==> src/faopr_pkg.sv <==
// shared constants and types for the flash address/option/protect register block
package faopr_pkg;

  // ----------------------------------------------------------------
  // register byte addresses
  // ----------------------------------------------------------------
  localparam logic [31:0] ADDR_TARGET    = 32'h0000_0014; // program/erase target
  localparam logic [31:0] ADDR_OPTION    = 32'h0000_001c; // option settings status
  localparam logic [31:0] ADDR_WPROT     = 32'h0000_0020; // write protect status
  localparam logic [31:0] ADDR_KEY       = 32'h0000_0024; // fast mode unlock key
  localparam logic [31:0] ADDR_IRQ_STAT  = 32'h0000_0028; // event status, write one to clear
  localparam logic [31:0] ADDR_IRQ_MASK  = 32'h0000_002c; // event mask

  // ----------------------------------------------------------------
  // field positions and values
  // ----------------------------------------------------------------
  localparam int          OPT_ERR_BIT    = 0;              // option word mismatch
  localparam int          OPT_RDP_BIT    = 1;              // read protect active
  localparam int          OPT_USER_LSB   = 2;              // user field low bit
  localparam int          OPT_USER_MSB   = 7;              // user field high bit
  localparam logic [31:0] FIRST_UNLOCK   = 32'h4567_0123;  // first unlock value
  localparam logic [31:0] SECOND_UNLOCK  = 32'hcdef_89ab;  // second unlock value
  localparam int          IRQ_W          = 4;              // number of event bits
  localparam int          IRQ_UNLOCK_OK  = 0;              // fast mode unlocked
  localparam int          IRQ_UNLOCK_BAD = 1;              // key sequence broken
  localparam int          IRQ_OP_DONE    = 2;              // busy fell
  localparam int          IRQ_ADDR_DROP  = 3;              // target write refused
  localparam logic [1:0]  RESP_OKAY      = 2'h0;           // normal answer
  localparam logic [1:0]  RESP_SLVERR    = 2'h2;           // unmapped address

  // ----------------------------------------------------------------
  // reset values
  // ----------------------------------------------------------------
  localparam logic [31:0] TARGET_RST     = 32'h0000_0000;  // target location
  localparam logic        LOCK_RST       = 1'b1;           // fast mode locked
  localparam logic [3:0]  IRQ_MASK_RST   = 4'h0;           // all events masked

  // ----------------------------------------------------------------
  // enumerations
  // ----------------------------------------------------------------
  typedef enum {
    SEL_TARGET, SEL_OPTION, SEL_WPROT, SEL_KEY, SEL_ISTAT, SEL_IMASK, SEL_NONE
  } faopr_sel_t;

  typedef enum {KEY_IDLE, KEY_HALF, KEY_DEAD} faopr_key_st_t;

  typedef enum {OPT_LOAD, OPT_DONE} faopr_opt_st_t;

endpackage : faopr_pkg

==> src/faopr_link_if.sv <==
// internal link between the register block and its key and option helpers
interface faopr_link_if;
  logic        key_wr;      // one-cycle key register write
  logic [31:0] key_data;    // value written to the key register
  logic        other_wr;    // one-cycle write to any other register
  logic        unlock_p;    // pulse: correct pair seen
  logic        fail_p;      // pulse: sequence broken
  logic [7:0]  ob_user;     // stored user option byte
  logic [7:0]  ob_user_inv; // stored complement of the user byte
  logic        ob_rdp;      // stored read protect state
  logic [31:0] ob_wrp;      // stored block protect word
  logic [5:0]  user_bits;   // loaded user field, bits 7..2
  logic        rdp;         // loaded read protect state
  logic        mismatch;    // loaded word disagrees with complement
  logic [31:0] block_protect_bits;         // loaded block protect bits

  modport regs (output key_wr, key_data, other_wr, ob_user, ob_user_inv, ob_rdp, ob_wrp,
                input  unlock_p, fail_p, user_bits, rdp, mismatch, block_protect_bits);
  modport keys (input  key_wr, key_data, other_wr, output unlock_p, fail_p);
  modport opts (input  ob_user, ob_user_inv, ob_rdp, ob_wrp,
                output user_bits, rdp, mismatch, block_protect_bits);
endinterface : faopr_link_if

==> src/faopr_keyseq.sv <==
// fast mode key sequence checker
module faopr_keyseq (
  input  wire logic   aclk,
  input  wire logic   aresetn,
  faopr_link_if.keys  link
);

  // all state of this module
  typedef struct packed {
    faopr_pkg::faopr_key_st_t st;     // sequence position
    logic                     unlock; // unlock pulse
    logic                     fail;   // failure pulse
  } faopr_keyst_t;

  faopr_keyst_t cur_r;                // registered state
  faopr_keyst_t cur_nxt;              // next state

  // ----------------------------------------------------------------
  // sequence decode
  // ----------------------------------------------------------------
  always_comb
  begin
    cur_nxt        = cur_r;
    cur_nxt.unlock = 1'b0;
    cur_nxt.fail   = 1'b0;
    case (cur_r.st)
      faopr_pkg::KEY_IDLE:
      begin
        if (link.key_wr && link.key_data == faopr_pkg::FIRST_UNLOCK)
          cur_nxt.st = faopr_pkg::KEY_HALF;
        else if (link.key_wr)
        begin
          cur_nxt.st   = faopr_pkg::KEY_DEAD;
          cur_nxt.fail = 1'b1;
        end
      end
      faopr_pkg::KEY_HALF:
      begin
        if (link.key_wr && link.key_data == faopr_pkg::SECOND_UNLOCK)
        begin
          cur_nxt.st     = faopr_pkg::KEY_IDLE;
          cur_nxt.unlock = 1'b1;
        end
        else if (link.key_wr || link.other_wr)
        begin
          cur_nxt.st   = faopr_pkg::KEY_DEAD;
          cur_nxt.fail = 1'b1;
        end
      end
      default:
        cur_nxt.st = faopr_pkg::KEY_DEAD; // stays until reset
    endcase
  end

  // state register, synchronous reset
  always_ff @(posedge aclk)
  begin
    if (!aresetn)
      cur_r <= '{st: faopr_pkg::KEY_IDLE, unlock: 1'b0, fail: 1'b0};
    else
      cur_r <= cur_nxt;
  end

  assign link.unlock_p = cur_r.unlock;
  assign link.fail_p   = cur_r.fail;

endmodule : faopr_keyseq

==> src/faopr_optload.sv <==
// option byte capture after reset
module faopr_optload (
  input  wire logic   aclk,
  input  wire logic   aresetn,
  faopr_link_if.opts  link
);

  // all state of this module
  typedef struct packed {
    faopr_pkg::faopr_opt_st_t st;       // load or done
    logic [5:0]               user;     // user field
    logic                     rdp;      // read protect
    logic                     mismatch; // complement check failed
    logic [31:0]              block_protect_bits;      // block protect bits
  } faopr_optst_t;

  faopr_optst_t cur_r;                  // registered state
  faopr_optst_t cur_nxt;                // next state

  // ----------------------------------------------------------------
  // capture once per reset
  // ----------------------------------------------------------------
  always_comb
  begin
    cur_nxt = cur_r;
    if (cur_r.st == faopr_pkg::OPT_LOAD)
    begin
      cur_nxt.st       = faopr_pkg::OPT_DONE;
      cur_nxt.user     = link.ob_user[7:2];
      cur_nxt.rdp      = link.ob_rdp;
      cur_nxt.block_protect_bits      = link.ob_wrp;
      cur_nxt.mismatch = (link.ob_user != ~link.ob_user_inv);
    end
  end

  // state register, synchronous reset to constants only
  always_ff @(posedge aclk)
  begin
    if (!aresetn)
      cur_r <= '{st: faopr_pkg::OPT_LOAD, user: 6'h0, rdp: 1'b0, mismatch: 1'b0,
                 block_protect_bits: 32'h0000_0000};
    else
      cur_r <= cur_nxt;
  end

  assign link.user_bits = cur_r.user;
  assign link.rdp       = cur_r.rdp;
  assign link.mismatch  = cur_r.mismatch;
  assign link.block_protect_bits       = cur_r.block_protect_bits;

endmodule : faopr_optload

==> src/faopr_regs.sv <==
// flash target address, option status, write protect and fast mode key registers
//
// Design decision made here: the AXI4-Lite interface to the registers.
module faopr_regs (
  aclk,
  aresetn,
  s_axi_awvalid,
  s_axi_awready,
  s_axi_awaddr,
  s_axi_wvalid,
  s_axi_wready,
  s_axi_wdata,
  s_axi_wstrb,
  s_axi_bvalid,
  s_axi_bready,
  s_axi_bresp,
  s_axi_arvalid,
  s_axi_arready,
  s_axi_araddr,
  s_axi_rvalid,
  s_axi_rready,
  s_axi_rdata,
  s_axi_rresp,
  op_start,
  op_done,
  lock_set,
  ob_user,
  ob_user_inv,
  ob_rdp,
  ob_wrp,
  target_location,
  busy_flag,
  fast_mode_lock,
  irq
);

  // ----------------------------------------------------------------
  // ports
  // ----------------------------------------------------------------
  input  wire logic        aclk;            // system clock
  input  wire logic        aresetn;         // synchronous reset, active low
  input  wire logic        s_axi_awvalid;   // write address valid
  output logic             s_axi_awready;   // write address ready
  input  wire logic [31:0] s_axi_awaddr;    // write byte address
  input  wire logic        s_axi_wvalid;    // write data valid
  output logic             s_axi_wready;    // write data ready
  input  wire logic [31:0] s_axi_wdata;     // write data
  input  wire logic [3:0]  s_axi_wstrb;     // write byte lanes
  output logic             s_axi_bvalid;    // write response valid
  input  wire logic        s_axi_bready;    // write response ready
  output logic [1:0]       s_axi_bresp;     // write response code
  input  wire logic        s_axi_arvalid;   // read address valid
  output logic             s_axi_arready;   // read address ready
  input  wire logic [31:0] s_axi_araddr;    // read byte address
  output logic             s_axi_rvalid;    // read data valid
  input  wire logic        s_axi_rready;    // read data ready
  output logic [31:0]      s_axi_rdata;     // read data
  output logic [1:0]       s_axi_rresp;     // read response code
  input  wire logic        op_start;        // sequencer starts an operation
  input  wire logic        op_done;         // sequencer finished the operation
  input  wire logic        lock_set;        // software relocks fast mode
  input  wire logic [7:0]  ob_user;         // stored user option byte
  input  wire logic [7:0]  ob_user_inv;     // stored complement of user byte
  input  wire logic        ob_rdp;          // stored read protect state
  input  wire logic [31:0] ob_wrp;          // stored block protect word
  output logic [31:0]      target_location; // program/erase target
  output logic             busy_flag;       // operation in progress
  output logic             fast_mode_lock;  // fast program/erase locked
  output logic             irq;             // level interrupt

  // ----------------------------------------------------------------
  // state
  // ----------------------------------------------------------------
  typedef struct packed {
    logic                      awready;  // write address slot free
    logic                      wready;   // write data slot free
    logic                      aw_held;  // write address captured
    logic [31:0]               aw_addr;  // captured write address
    logic                      w_held;   // write data captured
    logic [31:0]               w_data;   // captured write data
    logic [3:0]                w_strb;   // captured byte lanes
    logic                      bvalid;   // write answer pending
    logic [1:0]                bresp;    // write answer code
    logic                      arready;  // read slot free
    logic                      rvalid;   // read answer pending
    logic [31:0]               rdata;    // read answer data
    logic [1:0]                rresp;    // read answer code
    logic [31:0]               target;   // target location
    logic                      busy;     // busy flag
    logic                      lock;     // fast mode lock
    logic                      key_wr;   // key write pulse
    logic [31:0]               key_data; // key write value
    logic                      other_wr; // non-key write pulse
    logic [faopr_pkg::IRQ_W-1:0] istat;  // sticky events
    logic [faopr_pkg::IRQ_W-1:0] imask;  // event enables
    logic                      irq;      // interrupt level
  } faopr_state_t;

  faopr_state_t cur_r;                    // registered state
  faopr_state_t cur_nxt;                  // next state

  faopr_link_if link ();                  // helper link

  // ----------------------------------------------------------------
  // helpers
  // ----------------------------------------------------------------
  // address to register select, shared by read and write paths
  function automatic faopr_pkg::faopr_sel_t reg_sel(input logic [31:0] addr);
    if (addr == faopr_pkg::ADDR_TARGET)
      return faopr_pkg::SEL_TARGET;
    else if (addr == faopr_pkg::ADDR_OPTION)
      return faopr_pkg::SEL_OPTION;
    else if (addr == faopr_pkg::ADDR_WPROT)
      return faopr_pkg::SEL_WPROT;
    else if (addr == faopr_pkg::ADDR_KEY)
      return faopr_pkg::SEL_KEY;
    else if (addr == faopr_pkg::ADDR_IRQ_STAT)
      return faopr_pkg::SEL_ISTAT;
    else if (addr == faopr_pkg::ADDR_IRQ_MASK)
      return faopr_pkg::SEL_IMASK;
    else
      return faopr_pkg::SEL_NONE;
  endfunction : reg_sel

  // merge written byte lanes into an old value
  function automatic logic [31:0] lane_merge(input logic [31:0] old_v,
                                             input logic [31:0] new_v,
                                             input logic [3:0]  strb);
    logic [31:0] res;
    res = old_v;
    for (int i = 0; i < 4; i++)
    begin
      if (strb[i])
        res[i*8 +: 8] = new_v[i*8 +: 8];
    end
    return res;
  endfunction : lane_merge

  // ----------------------------------------------------------------
  // helper modules
  // ----------------------------------------------------------------
  faopr_keyseq u_keyseq (
    .aclk    (aclk),
    .aresetn (aresetn),
    .link    (link.keys)
  );

  faopr_optload u_optload (
    .aclk    (aclk),
    .aresetn (aresetn),
    .link    (link.opts)
  );

  // link drive: registered pulses and stored option bytes
  assign link.key_wr      = cur_r.key_wr;
  assign link.key_data    = cur_r.key_data;
  assign link.other_wr    = cur_r.other_wr;
  assign link.ob_user     = ob_user;
  assign link.ob_user_inv = ob_user_inv;
  assign link.ob_rdp      = ob_rdp;
  assign link.ob_wrp      = ob_wrp;

  // ----------------------------------------------------------------
  // next state
  // ----------------------------------------------------------------
  always_comb
  begin
    logic [faopr_pkg::IRQ_W-1:0] ev;    // events this cycle
    logic [faopr_pkg::IRQ_W-1:0] clr;   // write one to clear bits
    faopr_pkg::faopr_sel_t       wsel;  // write target
    faopr_pkg::faopr_sel_t       rsel;  // read target
    ev       = '0;
    clr      = '0;
    wsel     = reg_sel(cur_r.aw_addr);
    rsel     = reg_sel(s_axi_araddr);
    cur_nxt  = cur_r;
    cur_nxt.key_wr   = 1'b0;
    cur_nxt.other_wr = 1'b0;

    // write address channel capture
    if (s_axi_awvalid && cur_r.awready)
    begin
      cur_nxt.awready = 1'b0;
      cur_nxt.aw_held = 1'b1;
      cur_nxt.aw_addr = s_axi_awaddr;
    end

    // write data channel capture
    if (s_axi_wvalid && cur_r.wready)
    begin
      cur_nxt.wready = 1'b0;
      cur_nxt.w_held = 1'b1;
      cur_nxt.w_data = s_axi_wdata;
      cur_nxt.w_strb = s_axi_wstrb;
    end

    // both halves held: perform the write and answer
    if (cur_r.aw_held && cur_r.w_held && !cur_r.bvalid)
    begin
      cur_nxt.aw_held  = 1'b0;
      cur_nxt.w_held   = 1'b0;
      cur_nxt.bvalid   = 1'b1;
      cur_nxt.bresp    = faopr_pkg::RESP_OKAY;
      cur_nxt.other_wr = (wsel != faopr_pkg::SEL_KEY);
      if (wsel == faopr_pkg::SEL_TARGET)
      begin
        if (cur_r.busy)
          ev[faopr_pkg::IRQ_ADDR_DROP] = 1'b1;
        else
          cur_nxt.target = lane_merge(cur_r.target, cur_r.w_data, cur_r.w_strb);
      end
      else if (wsel == faopr_pkg::SEL_KEY)
      begin
        cur_nxt.key_wr   = 1'b1;
        cur_nxt.key_data = lane_merge(32'h0000_0000, cur_r.w_data, cur_r.w_strb);
      end
      else if (wsel == faopr_pkg::SEL_ISTAT)
        clr = cur_r.w_data[faopr_pkg::IRQ_W-1:0] & {faopr_pkg::IRQ_W{cur_r.w_strb[0]}};
      else if (wsel == faopr_pkg::SEL_IMASK)
      begin
        if (cur_r.w_strb[0])
          cur_nxt.imask = cur_r.w_data[faopr_pkg::IRQ_W-1:0];
      end
      else if (wsel == faopr_pkg::SEL_NONE)
        cur_nxt.bresp = faopr_pkg::RESP_SLVERR;
      // read-only registers: write dropped, normal answer
    end

    // write answer taken: reopen both channels
    if (cur_r.bvalid && s_axi_bready)
    begin
      cur_nxt.bvalid  = 1'b0;
      cur_nxt.awready = 1'b1;
      cur_nxt.wready  = 1'b1;
    end

    // read channel: answer one cycle after the address is taken
    if (s_axi_arvalid && cur_r.arready)
    begin
      cur_nxt.arready = 1'b0;
      cur_nxt.rvalid  = 1'b1;
      cur_nxt.rresp   = faopr_pkg::RESP_OKAY;
      cur_nxt.rdata   = 32'h0000_0000;
      if (rsel == faopr_pkg::SEL_TARGET || rsel == faopr_pkg::SEL_KEY)
        cur_nxt.rdata = 32'h0000_0000;
      else if (rsel == faopr_pkg::SEL_OPTION)
      begin
        cur_nxt.rdata[faopr_pkg::OPT_USER_MSB:faopr_pkg::OPT_USER_LSB] = link.user_bits;
        cur_nxt.rdata[faopr_pkg::OPT_RDP_BIT] = link.rdp;
        cur_nxt.rdata[faopr_pkg::OPT_ERR_BIT] = link.mismatch;
      end
      else if (rsel == faopr_pkg::SEL_WPROT)
        cur_nxt.rdata = link.block_protect_bits;
      else if (rsel == faopr_pkg::SEL_ISTAT)
        cur_nxt.rdata[faopr_pkg::IRQ_W-1:0] = cur_r.istat;
      else if (rsel == faopr_pkg::SEL_IMASK)
        cur_nxt.rdata[faopr_pkg::IRQ_W-1:0] = cur_r.imask;
      else
        cur_nxt.rresp = faopr_pkg::RESP_SLVERR;
    end

    // read answer taken: reopen the read channel
    if (cur_r.rvalid && s_axi_rready)
    begin
      cur_nxt.rvalid  = 1'b0;
      cur_nxt.arready = 1'b1;
    end

    if (op_start)
      cur_nxt.busy = 1'b1;
    else if (op_done)
    begin
      cur_nxt.busy = 1'b0;
      ev[faopr_pkg::IRQ_OP_DONE] = cur_r.busy;
    end

    if (link.unlock_p)
    begin
      cur_nxt.lock = 1'b0;
      ev[faopr_pkg::IRQ_UNLOCK_OK] = 1'b1;
    end
    if (link.fail_p)
    begin
      cur_nxt.lock = 1'b1;
      ev[faopr_pkg::IRQ_UNLOCK_BAD] = 1'b1;
    end
    // software relock wins
    if (lock_set)
      cur_nxt.lock = 1'b1;

    // sticky events, a new event beats its clear
    cur_nxt.istat = (cur_r.istat & ~clr) | ev;
    cur_nxt.irq   = |(cur_nxt.istat & cur_nxt.imask);
  end

  // ----------------------------------------------------------------
  // state register
  // ----------------------------------------------------------------
  always_ff @(posedge aclk)
  begin
    if (!aresetn)
    begin
      cur_r          <= '0;
      cur_r.awready  <= 1'b1;
      cur_r.wready   <= 1'b1;
      cur_r.arready  <= 1'b1;
      cur_r.target   <= faopr_pkg::TARGET_RST;
      cur_r.lock     <= faopr_pkg::LOCK_RST;
      cur_r.imask    <= faopr_pkg::IRQ_MASK_RST;
    end
    else
      cur_r <= cur_nxt;
  end

  // ----------------------------------------------------------------
  // outputs, all from flip-flops
  // ----------------------------------------------------------------
  assign s_axi_awready   = cur_r.awready;
  assign s_axi_wready    = cur_r.wready;
  assign s_axi_bvalid    = cur_r.bvalid;
  assign s_axi_bresp     = cur_r.bresp;
  assign s_axi_arready   = cur_r.arready;
  assign s_axi_rvalid    = cur_r.rvalid;
  assign s_axi_rdata     = cur_r.rdata;
  assign s_axi_rresp     = cur_r.rresp;
  assign target_location = cur_r.target;
  assign busy_flag       = cur_r.busy;
  assign fast_mode_lock  = cur_r.lock;
  assign irq             = cur_r.irq;

endmodule : faopr_regs

==> config.mk <==
export PLATFORM = sky130hd
export DESIGN_NAME = faopr_regs
export DESIGN_NICKNAME = d
export VERILOG_FILES = /design/src/faopr_pkg.sv /design/src/faopr_link_if.sv /design/src/faopr_keyseq.sv /design/src/faopr_optload.sv /design/src/faopr_regs.sv
export SDC_FILE = /design/constraint.sdc
export NUM_CORES = 1
export LEC_CHECK = 0
export BUFFER_PORTS_ARGS = -buffer_cell sky130_fd_sc_hd__buf_4
export CAP_MARGIN = 20
export CORE_AREA = 3 3 144 146
export CTS_CLUSTER_DIAMETER = 200
export DETAILED_ROUTE_END_ITERATION = 12
export DIE_AREA = 0 0 147 149
export PLACE_DENSITY = 0.8
export SLEW_MARGIN = 10
export SYNTH_ARGS = -nofsm -noshare
export SYNTH_HDL_FRONTEND = slang
export SYNTH_SLANG_ARGS = --single-unit
==> constraint.sdc <==
create_clock -name aclk -period 2.18 [get_ports aclk]
set_input_delay 0.654 -clock aclk [delete_from_list [all_inputs] [get_ports aclk]]
set_output_delay 0.654 -clock aclk [all_outputs]
set_load 0.1 [all_outputs]
; Word level (Yosys, flattened, before mapping)
; Cells that the tools add are included.
[totals]
regBits = 263
inputBits = 159
out_inout_bits = 76
elab_cells = 166
[classes]
eq_ne = 28
muxes = 64
n_bitwise = 10
reduce_logical = 31
[ops]
columns = operator, n
row1 = equality test 32 x 6 -> 1 bit (second input constant), 8
row2 = equality test 32 x 4 -> 1 bit (second input constant), 5
row3 = 2-to-1 mux 32 bit, 5
row4 = equality test 32 x 5 -> 1 bit (second input constant), 4
row5 = zero test 32 bit, 4
row6 = equality test 32 x 3 -> 1 bit (second input constant), 3
row7 = one-hot mux 32 bit (2 select lines), 1
row8 = 2-to-1 mux 4 bit, 13
row9 = 2-to-1 mux 8 bit, 5
row10 = 2-to-1 mux 33 bit, 1
row11 = equality test 32 x 1 -> 1 bit (second input constant), 1
row12 = equality test 32 x 2 -> 1 bit (second input constant), 1
row13 = equality test 32 x 31 -> 1 bit (second input constant), 1
row14 = equality test 32 bit (second input constant), 1
row15 = != test 32 x 3 -> 1 bit (second input constant), 1
row16 = 2-to-1 mux 2 bit, 14
row17 = 2-to-1 mux 28 bit, 1
row18 = 2-to-1 mux 24 bit, 1
row19 = 2-to-1 mux 3 bit, 8
row20 = AND reduction 4 bit, 4
row21 = 2-to-1 mux 1 bit, 14
row22 = bitwise AND 4 bit, 3
row23 = logical AND 1 bit, 9
row24 = != test 8 bit, 1
row25 = other kinds (15), 24

; Longest topological paths before layout
; Gate-level depths: netlist of run 1.
[depth]
word_depth = 17
mapped_depth = 8
mapped_depth_nobuf = 7

; Hierarchy
; Synthesis of run 1 repeated with hierarchy kept, for this count alone.
[unflattened]
hier_cells = 1123
area_unflattened_um2 = 10593.9
[by_module_without_submodules]
columns = module, n_inst, cells_each, area_per_inst_um2, seq_area_each_um2
row1 = faopr_regs, 1, 904, 8295.5, 3723.6
row2 = faopr_optload, 1, 181, 1958.1, 820.8
row3 = faopr_keyseq, 1, 38, 340.3, 80.1

; Least setup slack after synthesis of run 1
; Ideal clock, no wire load.
[synth_path]
path_type = input-to-reg
from = in s_axi_araddr[17]
to = reg cur_r (netlist bit s_axi_rdata[17])
setup_time_ns = 0.070
t_arrival_ns = 2.109
required_time_ns = 2.110
slack_ns = 0.000
path_stages = 8
path_buffers = 1
path_cell_list = nor4_1 > nand2_1 > nor3_2 > nand3b_2 > nor3_4 > buf_6 > nand3_1 > a21oi_1
[synth_between]
elab_chain_cells = 11
word_cells_on_any_way = 20
classes_between = eq/ne: 9 / mux: 9 / reduce/logical: 2
[synth_lines]
columns = element, line
row1 = "start, declared", faopr_regs.sv:54  ; input wire logic [31:0] s_axi_araddr;
row2 = equality test 32 x 6 -> 1 bit, faopr_regs.sv:119  ; else if (addr == faopr_pkg::ADDR_IRQ_MASK)
row3 = 2-to-1 mux 2 bit, faopr_regs.sv:119
row4 = 2-to-1 mux 2 bit, faopr_regs.sv:117  ; else if (addr == faopr_pkg::ADDR_IRQ_STAT)
row5 = 2-to-1 mux 3 bit, faopr_regs.sv:115  ; else if (addr == faopr_pkg::ADDR_KEY)
row6 = 2-to-1 mux 3 bit, faopr_regs.sv:113  ; else if (addr == faopr_pkg::ADDR_WPROT)
row7 = 2-to-1 mux 3 bit, faopr_regs.sv:111  ; else if (addr == faopr_pkg::ADDR_OPTION)
row8 = 2-to-1 mux 3 bit *, faopr_regs.sv:109  ; if (addr == faopr_pkg::ADDR_TARGET)
row9 = equality test 32 x 3 -> 1 bit, faopr_regs.sv:252  ; else if (rsel == faopr_pkg::SEL_WPROT)
row10 = 2-to-1 mux 28 bit, faopr_regs.sv:252
row11 = 2-to-1 mux 24 bit, faopr_regs.sv:246  ; else if (rsel == faopr_pkg::SEL_OPTION)
row12 = 2-to-1 mux 32 bit *, faopr_regs.sv:244  ; if (rsel == faopr_pkg::SEL_TARGET || rsel == faopr_pkg::SEL_KEY)
row13 = "end signal, assigned", faopr_regs.sv:312  ; cur_r <= cur_nxt;
row14 = "end, declared", faopr_regs.sv:99  ; faopr_state_t cur_r;
; Mark *: on every way between the ends. The rest lies on a longest branch, timed or not.
; A chain may end at the register's enable or synchronous reset.

; Worst setup path in the final report of run 1
[layout_path]
from = reg cur_r[162] (netlist bit)
to = reg cur_r (netlist bit target_location[4])
[layout_between]
elab_chain_cells = 9
word_cells_on_any_way = 14
classes_between = eq/ne: 6 / mux: 6 / reduce/logical: 2
[layout_lines]
columns = element, line
row1 = equality test 32 x 6 -> 1 bit, faopr_regs.sv:119
row2 = 2-to-1 mux 2 bit, faopr_regs.sv:119
row3 = 2-to-1 mux 2 bit, faopr_regs.sv:117
row4 = 2-to-1 mux 3 bit, faopr_regs.sv:115
row5 = 2-to-1 mux 3 bit, faopr_regs.sv:113
row6 = 2-to-1 mux 3 bit, faopr_regs.sv:111
row7 = 2-to-1 mux 3 bit *, faopr_regs.sv:109
row8 = zero test 32 bit *, faopr_regs.sv:205  ; if (wsel == faopr_pkg::SEL_TARGET)
row9 = AND reduction 4 bit (no source line) *, n/a
; Marked as above.

==> results.json, run 1 <==
{
  "outcome": "complete, no violations",
  "area_growth_syn_to_layout_pct": 25.4,
  "slew_violations": 0,
  "core_area_um2": 19500,
  "ir_drop_v": 0.000624,
  "routed_via_density": 5.13,
  "cts_buffers": 24,
  "dp_cells": 1460,
  "insertion_delay_ns": 0.51,
  "synth_most_common_cell": "dfxtp_1",
  "htreeDepth": 1,
  "die_h_um": 149,
  "synth_common_cells": "231 x dfxtp_1, 212 x nand2_1, 137 x a21oi_1",
  "r2r_slack_ns": 0.10,
  "yosys.area.top_type": "dfxtp_1",
  "rows": 51,
  "grt_use_total_pct": 19.8,
  "place_area_um2": 10800,
  "synth_seq_cells": 231,
  "globalplace.congestion": 0.816,
  "synth_top_area_share_pct": 49.4,
  "avgSynthCellArea_um2": 8.72,
  "n_antenna_cell": 0,
  "start_util_pct": 48.0,
  "ys_warn_count": 0,
  "yosysSeqAreaShare_pct": 49.4,
  "hold_depth": 2,
  "slowest_delay_ns": 0.57,
  "grt_pass1_vias": 7235,
  "grt.met1_usage_pct": 25.8,
  "grt_max_degree": 84,
  "nNetsFinal": 1382,
  "end_kind": "register",
  "wire_per_inst_um": 15.3,
  "critical_path_arrival_ns": 2.47,
  "io_buffers": 232,
  "finalCritPeriodShare_pct": 95.4,
  "finClkSkew_ns": 0.0133,
  "root_buffer": "clkbuf_16",
  "tritoncts": "done",
  "clk_path_buf_depth": 3,
  "hold_buffers": 0,
  "r2r_end": "target_location[4]",
  "final_antenna_net_count": 0,
  "timing_worst_setup_path_type": "reg2reg",
  "drt-total-wl_um": 23000,
  "powerDensity_nw_per_um2": 797,
  "worstHoldStart": "lock_set",
  "hold_viol": 0,
  "gr-total-overflow": 0,
  "finalInstanceArea_um2": 11800,
  "r2r-start": "cur_r[162]",
  "p_leak_uw": 0.00476,
  "synth-edff-count": 0,
  "drc_errors": 0,
  "ff2ff_path_depth": 6,
  "clkTransAtPathRegs_ns": 0.06,
  "synthTopCellsByArea": "dfxtp_1 49%, nand2_1 8.5%, mux2i_1 7.9%",
  "critPathRequiredTime_ns": 2.57,
  "rsz0062_at_grt": "yes",
  "crit_slowest_cell": "or4_4",
  "synthArstFlopShare_pct": 0,
  "cts.sinks": 231,
  "fin_crit_ns": 2.08,
  "final_cells": 1506,
  "netlist_instances": 1075,
  "vias": 7722,
  "ys.flop_type": "dfxtp_1",
  "grt.busiest_layer": "met2",
  "dpl.hpwl_um": 16100,
  "setup_viol": 0,
  "drt-initial-drc-count": 377,
  "critPathLaunchType": "register",
  "met3_usage_pct": 3.65,
  "ys_types": 55,
  "path_max_fanout": 8,
  "use_met2_pct": 33.1,
  "num_io_pins": 235,
  "die_x_um": 147,
  "drive_gt1_share_pct": 27.2,
  "crit_chain": "or4_4, nor3_4, and4_4, and2_4, mux2i_2, nor2_1",
  "cap_violations": 0,
  "dr.pass1.iters": 5,
  "die-area_um2": 21900,
  "grt_first_pass_wirelength_um": 36200,
  "antenna_found_initial": 0,
  "holdPathEnd": "fast_mode_lock",
  "syn_area_um2": 9370,
  "hold_class": "in2reg",
  "maxClockFrequency_ghz": 0.481
}
==> cell type report <==
type / count / area (um2)
clock buffers: 33 / 696
clock inverters: 11 / 111
fillers: 1700 / 7770
inverters: 9 / 38.8
multi-input cells: 700 / 3920
flip-flops and latches: 231 / 4630
well taps: 265 / 332
repair buffers: 257 / 2030
==> layout by cell type (no fill, tap or decap), types with 10 or more instances in the layout <==
master and count:
nand3_1 62, buf_4 249, a21oi_1 136, clkbuf_16 26, nor2_1 96, nand2_1 212
nor4_1 10, mux2i_1 71, dfxtp_1 227
==> worst max-delay path: cells and delay by family, from the launching register on <==
kind	cells	cell delay (ns)
flops	1	0.31
mux	1	0.24
simple gates	5	1.40
==> per-layer routing <==
layer | wire, um | vias up
met2 | 11000 | 246
met4 | 675 | 0
li1 | - | 3848
met5 | 0 | -
met1 | 9860 | 3578
met3 | 1490 | 50
==> state kept, by name, indices dropped and copies added, names as in the netlist, 2 cells and up <==
signal / count
cur_r: 78
u_keyseq.cur_r: 2
s_axi_rdata: 32
link.key_data: 32
u_optload.link.user_bits: 6
target_location: 32
u_optload.link.block_protect_bits: 32
==> what timing repair did <==
item                                    CTS  global route
pin swaps                                 3            11
gates resized for setup                   1            18
gates cloned                              0             1
buffers inserted                          1             0
endpoints found under the setup margin    1            31
==> metrics by stage <==
| step | hold WS [ns] | total power (uW) | setup WS, ns | utilization, % | TNS (ns) |
|---|---|---|---|---|---|
| after detailed placement | 0.443 | 5370 | -0.214 | 55.4 | -5.42 |
| after floorplan | 0.427 | 4990 | 0.000432 | - | 0 |
| final | 0.330 | 9360 | 0.101 | 60.2 | 0 |
| after global routing | 0.324 | 9710 | -0.0474 | 60.2 | -0.0560 |
| after global placement | 0.437 | 5350 | -0.0833 | 55.4 | -2.05 |
| after CTS | 0.314 | 9440 | 0.0385 | 59.7 | 0 |
==> report_power, final <==
part / internal, uW / switching (uW)
clock: 2380 / 1690
combinational: 378 / 453
sequential: 4360 / 107
==> worst max-delay path by stage <==
stage | from | to | slack [ns] | cells after the start
floorplan | s_axi_araddr[17] | s_axi_rdata[17] | 0.0004 | 8
global placement | s_axi_araddr[23] | s_axi_rdata[11] | -0.08 | 9
detailed placement | s_axi_araddr[8] | s_axi_rdata[22] | -0.21 | 9
CTS | cur_r[162] | link.key_data[8] | 0.04 | 7
global route | cur_r[184] | irq | -0.05 | 8
finish | cur_r[162] | target_location[4] | 0.10 | 6
==> cells by family after synthesis <==
group                     synth area share (%)
DFF                                       49.4
buffers and inverters                     9.71
AOI/OAI and AO/OA                         9.86
xor gates and xnor gates                 0.841
and+or+nand+nor                           21.7
muxes                                     8.51
other                                   0.0400
No activity file was read; power rests on OpenSTA's default activity.
==> run 2: changes to the inputs <==
--- a/config.mk
+++ b/config.mk
@@ -7,11 +7,11 @@
 export LEC_CHECK = 0
 export BUFFER_PORTS_ARGS = -buffer_cell sky130_fd_sc_hd__buf_4
 export CAP_MARGIN = 20
-export CORE_AREA = 3 3 144 146
+export CORE_AREA = 3 3 133 135
 export CTS_CLUSTER_DIAMETER = 200
 export DETAILED_ROUTE_END_ITERATION = 12
-export DIE_AREA = 0 0 147 149
-export PLACE_DENSITY = 0.8
+export DIE_AREA = 0 0 136 138
+export PLACE_DENSITY = 0.88
 export SLEW_MARGIN = 10
 export SYNTH_ARGS = -nofsm -noshare
 export SYNTH_HDL_FRONTEND = slang
==> constraint.sdc (replaced) <==
create_clock -name aclk -period 2.45 [get_ports aclk]
set_input_delay 0.735 -clock aclk [delete_from_list [all_inputs] [get_ports aclk]]
set_output_delay 0.735 -clock aclk [all_outputs]
set_load 0.1 [all_outputs]
==> run 2 against run 1 <==
- total power shrank 12%
- final area down 2.4%
- sequential power is 11% lower
- highest routed layer unchanged
==> results.json, run 2 (synthesized netlist as in run 1, its figures left out) <==
{
  "cap_violations": 0,
  "hold_buffers": 0,
  "path_max_fanout": 8,
  "drc_errors": 0,
  "switching_share_pct": 23.3,
  "relSlewSlack_pct": 61.2,
  "die-area_um2": 18800,
  "cts_buffers": 23,
  "setup_viol": 0,
  "p_leak_uw": 0.00468,
  "gr-total-overflow": 0,
  "cts.sinks": 231,
  "insertion_delay_ns": 0.50,
  "root_buffer": "clkbuf_16",
  "maxClockFrequency_ghz": 0.441,
  "end_kind": "register",
  "intPower_uw": 6300,
  "holdWs_ns": 0.434,
  "dp_worst_setup_slack_ns": -0.0476,
  "wire_per_inst_um": 15.6,
  "nNetsFinal": 1374,
  "die_x_um": 136,
  "critPathRequiredTime_ns": 2.80,
  "tritoncts": "done",
  "cts_resized": 0,
  "crit_slowest_cell": "nor3_4",
  "htreeDepth": 1,
  "fin_ws_ns": 0.181,
  "slew_violations": 0,
  "drt-total-wl_um": 22600,
  "grt_use_total_pct": 22.6,
  "critical_path_arrival_ns": 2.62,
  "p_seq_share_pct": 48.3,
  "core_area_um2": 16600,
  "final_common_cell": "buf_4",
  "critPathLaunchType": "register",
  "powerDensity_nw_per_um2": 716,
  "routed_via_density": 5.35,
  "hold_class": "in2reg",
  "grt_first_pass_wirelength_um": 35500,
  "timing_worst_setup_path_type": "reg2reg",
  "fin_crit_ns": 2.27,
  "drt-initial-drc-count": 448,
  "crit_chain": "nor4_2, nand4_2, nor3_4, and4_4, and2_4, mux2i_1, nor2_1",
  "top_register": "cur_r",
  "vias": 7753,
  "rsz0062_at_grt": "no",
  "start_util_pct": 56.5,
  "final_cell_mix": "246 x buf_4, 230 x dfxtp_1, 212 x nand2_1",
  "n_antenna_cell": 0,
  "ir_drop_v": 0.000509,
  "drive_gt1_share_pct": 25.8,
  "antenna_found_initial": 0,
  "postCtsSetupRepairBufs": 0,
  "num_io_pins": 235,
  "comb_power_share_pct": 8.7,
  "post-route-util_pct": 69.2,
  "p_clk_share_pct": 43.0,
  "slowest_delay_ns": 0.36,
  "globalplace.congestion": 0.808,
  "clkTransAtPathRegs_ns": 0.06,
  "hold_viol": 0,
  "dpl.hpwl_um": 15700,
  "p_sw_uw": 1910,
  "die_h_um": 138,
  "dr.pass1.iters": 5,
  "area_growth_syn_to_layout_pct": 22.5,
  "largest_reg_flops": 78,
  "io_buffers": 232,
  "final_antenna_net_count": 0,
  "rows": 47,
  "grt_pass1_vias": 7303,
  "finalCritPeriodShare_pct": 92.6,
  "grt_max_degree": 86,
  "outcome": "complete, no violations",
  "worst_pin_slew_ns": 0.582,
  "clk_path_buf_depth": 3,
  "finClkSkew_ns": 0.0148
}
[run 2: cell types whose count changed in the layout (fill, tap and decap cells not counted), sizes merged]
cell,before,now
clkinv,7,4
bufinv,1,2
clkbuf,34,31
inv,10,9
clkinvlp,2,3
buf,256,250
[run 2: final cells by class]
type / instances / area (um2)
clock buffers: 31 / 666
inverters: 9 / 38.8
repair buffers: 250 / 1930
well taps: 220 / 275
flip-flops and latches: 231 / 4630
fillers: 1274 / 5110
multi-input cells: 700 / 3840
clock inverters: 9 / 103
[run 2: metrics by stage]
stage	cells	total power (uW)	instance area, um2	TNS (ns)
after floorplan	1076	4440	9370	0
after global routing	1450	8520	11500	0
after detailed placement	1410	4760	10700	-0.497
final	1450	8210	11500	0
after global placement	1410	4740	10700	0
after CTS	1450	8280	11500	0
[run 2: worst max-delay path: cells and delay by family (launching register included)]
kind,cells,cell delay (ns)
muxes,1,0.21
DFF,1,0.31
and+or+nand+nor,6,1.61
[run 2: final timing paths]
kind	start	end	slack [ns]	cells past startpoint
setup / recovery	cur_r[181]	target_location[29]	0.18	7
setup reg to reg	cur_r[181]	target_location[29]	0.18	7
hold reg to reg	s_axi_rdata[1]	s_axi_rdata[1]	0.45	2
hold / removal	lock_set	fast_mode_lock	0.43	2
[run 2: per-layer routing]
metal	GRT usage, %	share of wire, %	vias to the layer above
met3	4.80	7.6	47
li1	-	-	3822
met4	7.21	3.0	0
met5	0	0	-
met2	37.7	48	287
met1	29.4	42	3597
[run 2: power by group through the flow]
stage / clock network [uW] / logic, uW / registers (uW)
5_1_grt: 3760 / 775 / 3980
4_1_cts: 3600 / 716 / 3970
6_report: 3530 / 713 / 3970
3_5_place_dp: 0 / 711 / 4050
2_1_floorplan: 0 / 382 / 4060
3_3_place_gp: 0 / 695 / 4050
